### src/logic/bil_pkg.sv
package bil_pkg;
  localparam int CLK_HZ = 50_000_000;
  localparam int RST_SEQ_US = 20;
  localparam int RST_SEQ_CYC = (RST_SEQ_US * (CLK_HZ / 1_000_000));
  localparam int REF_CLK_HZ = 100_000_000;

  localparam logic [2:0] OUT_DIV_DEF = 3'h1;
  localparam logic [5:0] REF_DEF = 6'h00;
  localparam logic [11:0] MULT_M00 = 12'h09f;
  localparam logic [11:0] MULT_M11 = 12'h03f;
  localparam logic [11:0] MULT_M10 = 12'h01f;
  localparam logic [11:0] MULT_M01 = 12'h00f;

  localparam logic [3:0] A_PLL = 4'h0;
  localparam logic [3:0] A_STAT = 4'h1;
  localparam logic [3:0] A_SEC = 4'h2;
  localparam logic [3:0] A_CRC = 4'h3;
  localparam logic [3:0] A_SIZE = 4'h4;
  localparam logic [3:0] A_REF_HZ = 4'h5;
  localparam int PLL_REF_LSB = 0;
  localparam int PLL_MULT_LSB = 8;
  localparam int PLL_OUT_DIV_LSB = 23;
  localparam int SEC_BOOT_BIT = 5;

  localparam logic [31:0] CRC_WAIVE = 32'h0d15ab1e;
  localparam logic [31:0] CRC_POLY = 32'hedb88320;
  localparam logic [31:0] CRC_SEED = 32'hffffffff;
  localparam logic [15:0] OTP_START = 16'h0000;

  typedef struct packed {
    logic [2:0] out_div;
    logic [11:0] mult;
    logic [5:0] refd;
  } bil_pll_t;

  typedef enum logic [2:0] {
    ST_RST = 3'b000, ST_SEC = 3'b001, ST_SIZE = 3'b011, ST_PROG = 3'b010,
    ST_CHK = 3'b110, ST_RUN = 3'b111, ST_FAIL = 3'b101
  } bil_state_t;

  function automatic logic [31:0] crc_byte(input logic [31:0] c, input logic [7:0] d);
    logic [31:0] r;
    r = c ^ {24'h000000, d};
    for (int i = 0; i < 8; i++) begin
      r = r[0] ? ((r >> 1) ^ CRC_POLY) : (r >> 1);
    end
    return r;
  endfunction
endpackage

### src/logic/bil_rst_seq.sv
`timescale 1ns/1ps
module bil_rst_seq
  import bil_pkg::*;
(
  input wire logic clk_sys,
  input wire logic rst_n,
  output logic done
);
  logic [15:0] cnt_r;

  always_ff @(posedge clk_sys or negedge rst_n) begin
    if (!rst_n) begin
      cnt_r <= 16'h0000;
      done <= 1'b0;
    end else if (cnt_r == 16'(RST_SEQ_CYC - 1)) begin
      done <= 1'b1;
    end else begin
      cnt_r <= cnt_r + 16'h0001;
    end
  end
endmodule // bil_rst_seq

### src/logic/bil_crc.sv
`timescale 1ns/1ps
module bil_crc
  import bil_pkg::*;
(
  input wire logic clk_sys,
  input wire logic rst_n,
  input wire logic clr,
  input wire logic en,
  input wire logic [7:0] din,
  output logic [31:0] crc
);
  logic [31:0] c_r;

  always_ff @(posedge clk_sys or negedge rst_n) begin
    if (!rst_n) begin
      c_r <= CRC_SEED;
    end else if (clr) begin
      c_r <= CRC_SEED;
    end else if (en) begin
      c_r <= crc_byte(c_r, din);
    end
  end

  assign crc = ~c_r;
endmodule // bil_crc

### src/logic/bil_loader.sv
`timescale 1ns/1ps
module bil_loader
  import bil_pkg::*;
(
  input wire logic clk_sys,
  input wire logic rst_n,
  input wire logic [1:0] boot_mode,
  input wire logic src_valid,
  input wire logic [7:0] src_data,
  input wire logic [31:0] otp_sec_word,
  input wire logic otp_sec_valid,
  input wire logic [3:0] reg_addr,
  input wire logic [31:0] reg_wdata,
  input wire logic reg_wr,
  input wire logic reg_rd,
  output logic [31:0] reg_rdata,
  output logic src_ready,
  output logic src_otp,
  output logic [15:0] otp_addr,
  output logic gpio_pulldown,
  output logic core_reset,
  output logic ram_we,
  output logic [17:0] ram_addr,
  output logic [7:0] ram_wdata,
  output logic exec_start,
  output logic [17:0] exec_addr,
  output logic boot_fail,
  output logic [2:0] pll_out_div,
  output logic [11:0] pll_mult,
  output logic [5:0] pll_ref
);
  // ----------------------------------------
  // Pin synchronisers
  // ----------------------------------------
  logic [1:0] mode_s1_r;
  logic [1:0] mode_s2_r;
  always_ff @(posedge clk_sys or negedge rst_n) begin
    if (!rst_n) begin
      mode_s1_r <= 2'h0;
      mode_s2_r <= 2'h0;
    end else begin
      mode_s1_r <= boot_mode;
      mode_s2_r <= mode_s1_r;
    end
  end

  // ----------------------------------------
  // Internal reset sequence
  // ----------------------------------------
  logic seq_done;
  bil_rst_seq u_seq (
    .clk_sys(clk_sys),
    .rst_n(rst_n),
    .done(seq_done)
  );

  // ----------------------------------------
  // PLL setting
  // ----------------------------------------
  // Tile rate = osc * (mult+1)/2 / (ref+1) / (od+1); the PLL itself is analogue.
  bil_pll_t pll_r;
  logic mode_caught_r;

  function automatic logic [11:0] mode_mult(input logic [1:0] m);
    case (m)
      2'b00: return MULT_M00;
      2'b11: return MULT_M11;
      2'b10: return MULT_M10;
      default: return MULT_M01;
    endcase
  endfunction

  always_ff @(posedge clk_sys or negedge rst_n) begin
    if (!rst_n) begin
      pll_r <= '{out_div: OUT_DIV_DEF, mult: MULT_M00, refd: REF_DEF};
      mode_caught_r <= 1'b0;
    end else if (!mode_caught_r && seq_done) begin
      // Pins are only latched once the synchroniser has settled after release
      pll_r <= '{out_div: OUT_DIV_DEF, mult: mode_mult(mode_s2_r), refd: REF_DEF};
      mode_caught_r <= 1'b1;
    end else if (reg_wr && reg_addr == A_PLL) begin
      pll_r.refd <= reg_wdata[PLL_REF_LSB +: 6];
      pll_r.mult <= reg_wdata[PLL_MULT_LSB +: 12];
      pll_r.out_div <= reg_wdata[PLL_OUT_DIV_LSB +: 3];
    end
  end

  always_ff @(posedge clk_sys or negedge rst_n) begin
    if (!rst_n) begin
      pll_out_div <= OUT_DIV_DEF;
      pll_mult <= MULT_M00;
      pll_ref <= REF_DEF;
    end else begin
      pll_out_div <= pll_r.out_div;
      pll_mult <= pll_r.mult;
      pll_ref <= pll_r.refd;
    end
  end

  // ----------------------------------------
  // Boot sequencer
  // ----------------------------------------
  bil_state_t st_r;
  logic [31:0] sec_r;
  logic [31:0] size_r;
  logic [31:0] chk_r;
  logic [1:0] bcnt_r;
  logic [31:0] pcnt_r;
  logic [17:0] addr_r;
  logic [31:0] crc_val;
  logic take;
  logic crc_en;

  assign take = src_valid && src_ready;
  assign crc_en = take && (st_r == ST_SIZE || st_r == ST_PROG);

  bil_crc u_crc (
    .clk_sys(clk_sys),
    .rst_n(rst_n),
    .clr(st_r == ST_SEC),
    .en(crc_en),
    .din(src_data),
    .crc(crc_val)
  );

  always_ff @(posedge clk_sys or negedge rst_n) begin
    if (!rst_n) begin
      st_r <= ST_RST;
      sec_r <= 32'h00000000;
      size_r <= 32'h00000000;
      chk_r <= 32'h00000000;
      bcnt_r <= 2'h0;
      pcnt_r <= 32'h00000000;
      addr_r <= 18'h00000;
    end else begin
      unique case (st_r)
        // Held until release and sequence end
        ST_RST: if (seq_done && mode_caught_r) begin
          st_r <= ST_SEC;
        end
        ST_SEC: if (otp_sec_valid) begin
          sec_r <= otp_sec_word;
          bcnt_r <= 2'h0;
          st_r <= ST_SIZE;
        end
        ST_SIZE: if (take) begin
          size_r <= {src_data, size_r[31:8]};
          bcnt_r <= bcnt_r + 2'h1;
          if (bcnt_r == 2'h3) begin
            pcnt_r <= {24'h000000, src_data} << 24 | (size_r >> 8);
            addr_r <= 18'h00000;
            st_r <= ({src_data, size_r[31:8]} == 32'h00000000) ? ST_CHK : ST_PROG;
          end
        end
        ST_PROG: if (take) begin
          addr_r <= addr_r + 18'h00001;
          bcnt_r <= bcnt_r + 2'h1;
          if (bcnt_r == 2'h3) begin
            pcnt_r <= pcnt_r - 32'h00000001;
            if (pcnt_r == 32'h00000001) begin
              st_r <= ST_CHK;
            end
          end
        end
        ST_CHK: if (take) begin
          chk_r <= {src_data, chk_r[31:8]};
          bcnt_r <= bcnt_r + 2'h1;
          if (bcnt_r == 2'h3) begin
            if ({src_data, chk_r[31:8]} == CRC_WAIVE ||
                {src_data, chk_r[31:8]} == crc_val) begin
              st_r <= ST_RUN;
            end else begin
              st_r <= ST_FAIL;
            end
          end
        end
        ST_RUN: st_r <= ST_RUN;
        ST_FAIL: st_r <= ST_FAIL;
        default: st_r <= ST_RST;
      endcase
    end
  end

  // ----------------------------------------
  // Outputs
  // ----------------------------------------
  always_ff @(posedge clk_sys or negedge rst_n) begin
    if (!rst_n) begin
      src_ready <= 1'b0;
      src_otp <= 1'b0;
      otp_addr <= OTP_START;
      gpio_pulldown <= 1'b1;
      core_reset <= 1'b1;
      ram_we <= 1'b0;
      ram_addr <= 18'h00000;
      ram_wdata <= 8'h00;
      exec_start <= 1'b0;
      exec_addr <= 18'h00000;
      boot_fail <= 1'b0;
    end else begin
      // Ready is registered, so a byte may be taken one cycle after the state ends;
      // states drop it on every fourth byte taken (bcnt_r of 3) to avoid that overrun.
      src_ready <= (st_r == ST_SIZE || st_r == ST_PROG || st_r == ST_CHK) &&
                   !(take && bcnt_r == 2'h3);
      // Flash by default, bit 5 selects OTP
      src_otp <= sec_r[SEC_BOOT_BIT];
      // Secure boot from OTP address 0
      if (st_r == ST_SEC) begin
        otp_addr <= OTP_START;
      end else if (take && src_otp) begin
        otp_addr <= otp_addr + 16'h0001;
      end
      gpio_pulldown <= (st_r == ST_RST);
      core_reset <= (st_r != ST_RUN);
      ram_we <= take && st_r == ST_PROG;
      ram_addr <= addr_r;
      ram_wdata <= src_data;
      exec_start <= (st_r == ST_RUN) && !exec_start && core_reset;
      exec_addr <= 18'h00000;
      boot_fail <= (st_r == ST_FAIL);
    end
  end

  // ----------------------------------------
  // Register read port
  // ----------------------------------------
  always_ff @(posedge clk_sys or negedge rst_n) begin
    if (!rst_n) begin
      reg_rdata <= 32'h00000000;
    end else if (reg_rd) begin
      unique case (reg_addr)
        A_PLL: reg_rdata <= {6'h00, pll_r.out_div, 3'h0, pll_r.mult, 2'h0, pll_r.refd};
        A_STAT: reg_rdata <= {24'h000000, 1'b0, st_r, src_otp, boot_fail,
                              !core_reset, seq_done};
        A_SEC: reg_rdata <= sec_r;
        A_CRC: reg_rdata <= crc_val;
        A_SIZE: reg_rdata <= size_r;
        A_REF_HZ: reg_rdata <= 32'(REF_CLK_HZ);
        default: reg_rdata <= 32'h00000000;
      endcase
    end else begin
      reg_rdata <= 32'h00000000;
    end
  end
endmodule // bil_loader

### config.mk
export PLATFORM = sky130hd
export DESIGN_NAME = bil_loader
export DESIGN_NICKNAME = d
export VERILOG_FILES = /design/src/logic/bil_pkg.sv /design/src/logic/bil_rst_seq.sv /design/src/logic/bil_crc.sv /design/src/logic/bil_loader.sv
export SDC_FILE = /design/constraint.sdc
export NUM_CORES = 1
export LEC_CHECK = 0
export ABC_AREA = 1
export ABC_CLOCK_PERIOD_IN_PS = 1800
export CAP_MARGIN = 20
export CORE_MARGIN = 10
export CORE_UTILIZATION = 42
export CTS_BUF_LIST = sky130_fd_sc_hd__clkbuf_8
export DETAILED_ROUTE_END_ITERATION = 12
export DONT_BUFFER_PORTS = 1
export PLACE_DENSITY_LB_ADDON = 0.25
export SLEW_MARGIN = 20
export SYNTH_ARGS = -nofsm -noshare
export SYNTH_HDL_FRONTEND = slang
export SYNTH_SLANG_ARGS = --single-unit
### constraint.sdc
create_clock -name clk_sys -period 1.8 [get_ports clk_sys]
set_input_delay 0.45 -clock clk_sys [delete_from_list [all_inputs] [get_ports clk_sys]]
set_output_delay 0.45 -clock clk_sys [all_outputs]
set_load 0.005 [all_outputs]
==> flow_summary.ini <==
[worst_setup_path]
critPathLaunchType = flip-flop
critical_path_cell_sequence = inv_1 > nand2_1 > nand2_2 > buf_4 > xnor2_1 > xnor2_1 > o22ai_1 > inv_1
path_max_fanout = 4
timing.setup.critical_path_class = flip-flop to flip-flop
cp_data_arrival_time_ns = 2.35
timing.critical_path.required_ns = 2.39
endpoint_kind = flip-flop
slowest_stage = sky130_fd_sc_hd__dfstp_2
critical_path.max_stage_delay_ns = 0.55

[pwr]
power.leakage_nw = 9.526
power_mw = 15.54
power_density_mw_per_mm2 = 795.6
peakVddDrop_mv = 0.6723

[yosys]
post_synth_main_area_contributors = sky130_fd_sc_hd__dfrtp_1 43%, sky130_fd_sc_hd__nand2_1 11%, sky130_fd_sc_hd__dfstp_2 7.9%, sky130_fd_sc_hd__inv_1 5.2%, sky130_fd_sc_hd__nor2_1 4.6%
synthesis.area_per_instance_sq_um = 8.364
postSynth.topFlopCell = sky130_fd_sc_hd__dfrtp_1
ys_warn_count = 0
post-synth-top-count-cell = sky130_fd_sc_hd__nand2_1
post_synth_inst_count = 1906
synth.largest_area_cell = sky130_fd_sc_hd__dfrtp_1
ys_seq_elements = 320
async_reset_ff_frac = 1.000
yosys.area.top_type_share = 0.4270
post_synth_num_cell_types = 59
mappedNetlistArea_sq_mm = 0.01594
synth_commonest_cells = 461 x sky130_fd_sc_hd__nand2_1, 272 x sky130_fd_sc_hd__dfrtp_1, 222 x sky130_fd_sc_hd__inv_1, 194 x sky130_fd_sc_hd__nor2_1, 143 x sky130_fd_sc_hd__o21ai_0
synth_edf_count = 0
proportion_of_synthesized_chip_area_in_sequential_cells = 0.5061

[clock_network]
cts.path.max_buffers = 3
clock_tree.htree_level_count = 2
clock-sinks = 320
clk_transition_reported_paths_ns = 0.07
cts-hold-fix-buffers = 65
cts_tree = yes
clock-root-buffer = sky130_fd_sc_hd__clkbuf_8
clock_insertion_delay_worst_skew_ns = 0.67
cts_inserted_buffers = 57

[die]
core_area_sq_mm = 0.03758
fp.dieW_microns = 214.8
floorplan.initialDensity = 0.4242
io-pin-count = 204
placementRows = 71
design.die.area_sq_mm = 0.04615
die_h_microns = 214.8

[timing]
setup_total_negative_slack_ns = 0
report.final.setup_viol = 0
finalWorstPathRequiredPeriod_ns = 1.758
setup_slack_ns = 0.04231
report.final.hold_viol_count = 320
setup_repair_after_global_routing_missed_its_margin = true
slew_violations = 0
max_freq_mhz = 568.9
final_min_period_over_clock_period = 0.9765
hold_slack_ns = -0.5134
fin_skew_ns = 0.03723
slew_headroom = 0.5883
worst-slew-pin-transition_ns = 0.6111

[routing]
vias_per_cell = 5.198
wl_microns = 52430
postRouteAntennaNets = 0
detail_route.drc_violations = 0
routed_len_inst_microns = 19.50
via_count = 13970
initialDrtViolationCount = 1201
1st_pass_router_iterations = 5

[cells_and_area]
finish.net_count = 2219
finish.cell_count_without_fillers = 2688
layout-area-overhead-vs-synth_pct = 22.49
n_fill_cell = 3510
final_antenna_diode_count = 0
post_route_cells_drive_above_1_share = 0.1984
final_area_sq_mm = 0.01953

[global_routing]
grt_start_max_net_pins = 321
grt_use_met3 = 0.04480
grt.met2_usage = 0.3685
globalRouteMet1Util = 0.2793
grt_pass1_vias = 13740
grt_first_pass_wirelength_microns = 80810
initial_antenna_violation_count = 0
gr-total-overflow = 0
busiest_layer = met2
grt.total_usage = 0.2227

[worst_hold_path]
hold_class = input pin to asynchronous set/reset pin

[flow_run]
drv.max_cap_violation_count = 0

[status]
violations = negative hold slack
outcome = finished, violations left

[place]
place_inst = 2512
post-dp-hpwl_microns = 37960
gp_congestion = 0.9258
placed_cell_area_sq_mm = 0.01741
pre_cts_slack_ns = -0.01219
count_of_buffers_inserted_at_the_top_level_ports = 0
==> final cells by class <==
class	instances	area [sq um]	share of cell area
sequential	320	8070	0.4133
inverter	237	902.1	0.04620
multi-input combinational	1293	6827	0.3496
clock buffer	72	991.0	0.05075
tap	511	639.4	0.03274
timing repair buffer	220	1897	0.09714
clock inverter	35	201.4	0.01032
==> per-stage QoR <==
stage               utilization  hold WS [ns]
finish                   0.5197       -0.5134
global route             0.5197       -0.5449
CTS                      0.5128       -0.5500
detailed placement       0.4632        0.1656
global placement         0.4632        0.1640
floorplan                     -        0.1544
==> power breakdown <==
| part | switching (mW) | internal (mW) |
|---|---|---|
| clock | 3.25 | 3.78 |
| combinational | 0.495 | 0.365 |
| sequential | 0.164 | 7.48 |
| total | 3.91 | 11.6 |
==> sequential cells by signal, indices dropped and copies added, names as in the netlist, 18 cells and up <==
name,flops
addr_r,18
chk_r,24
pcnt_r,32
pll_r,21
ram_addr,18
reg_rdata,32
sec_r,32
size_r,32
u_crc.c_r,32
==> timing repair <==
action                     CTS  global route
pin swaps                    0             8
hold endpoints to repair   404           320
setup endpoints to repair    5            51
setup buffers                0             4
gates resized for setup      4            66
==> path summary, 6_finish.rpt <==
check                             start            end  slack, ns  cells after the start
max                        u_crc.c_r[4]   u_crc.c_r[2]       0.04                      8
min                               rst_n   mode_s1_r[0]      -0.51                      0
max reg2reg                u_crc.c_r[4]   u_crc.c_r[2]       0.04                      8
min reg2reg                mode_s1_r[0]   mode_s2_r[0]       0.35                      0
max in group asynchronous         rst_n      addr_r[3]       1.90                      0
min in group clk_sys             reg_rd  reg_rdata[28]       0.04                      2
==> critical path, delay by kind of cell, from the launching register on <==
kind,cells,cell delay [ns]
DFF,1,0.55
xor gates and xnor gates,2,0.51
buffers and inverters,3,0.30
and+or+nand+nor,2,0.19
AOI/OAI and AO/OA,1,0.15
==> placed cells by master, fill, tap and decap left out, types with 8 or more instances in the layout <==
cell | synthesis | layout
sky130_fd_sc_hd__clkbuf_8 | 0 | 72
sky130_fd_sc_hd__a31oi_1 | 11 | 11
sky130_fd_sc_hd__o21ai_0 | 143 | 140
sky130_fd_sc_hd__dfstp_2 | 48 | 48
sky130_fd_sc_hd__clkinv_2 | 0 | 14
sky130_fd_sc_hd__a221oi_1 | 11 | 11
sky130_fd_sc_hd__nor3_1 | 19 | 18
sky130_fd_sc_hd__inv_1 | 222 | 238
sky130_fd_sc_hd__conb_1 | 1 | 18
sky130_fd_sc_hd__dlygate4sd3_1 | 0 | 65
sky130_fd_sc_hd__dfrtp_1 | 272 | 270
sky130_fd_sc_hd__nor2_1 | 194 | 178
sky130_fd_sc_hd__nand4_1 | 41 | 41
sky130_fd_sc_hd__xnor2_1 | 15 | 12
sky130_fd_sc_hd__inv_2 | 9 | 8
sky130_fd_sc_hd__o22ai_1 | 28 | 28
sky130_fd_sc_hd__nand3_1 | 88 | 81
sky130_fd_sc_hd__nor2_2 | 3 | 19
sky130_fd_sc_hd__mux2_2 | 32 | 32
sky130_fd_sc_hd__xor2_1 | 53 | 46
sky130_fd_sc_hd__nand3_2 | 1 | 8
sky130_fd_sc_hd__nand2_1 | 461 | 440
sky130_fd_sc_hd__buf_4 | 26 | 147
sky130_fd_sc_hd__o221ai_1 | 10 | 10
sky130_fd_sc_hd__a21oi_1 | 66 | 66
sky130_fd_sc_hd__nand2_2 | 12 | 28
sky130_fd_sc_hd__o21ai_1 | 20 | 23
==> routing by layer <==
layer | vias up | share of wire
met5 | - | 0
met4 | 0 | 0.044
met3 | 129 | 0.056
met2 | 429 | 0.48
met1 | 6786 | 0.42
li1 | 6627 | -
==> kinds of logic after synthesis <==
family                   after synthesis  synth area share
AND/OR/NAND/NOR                      847            0.2282
AO/OA/AOI/OAI                        321            0.1157
flip-flops                           320            0.5061
buffers and inverters                310           0.08445
XOR/XNOR                              68           0.03736
multiplexers                          33           0.02331
adder cells (fa/ha/maj)                6          0.004709
other                                  1         0.0002352
(Power assumes the default switching activity.)
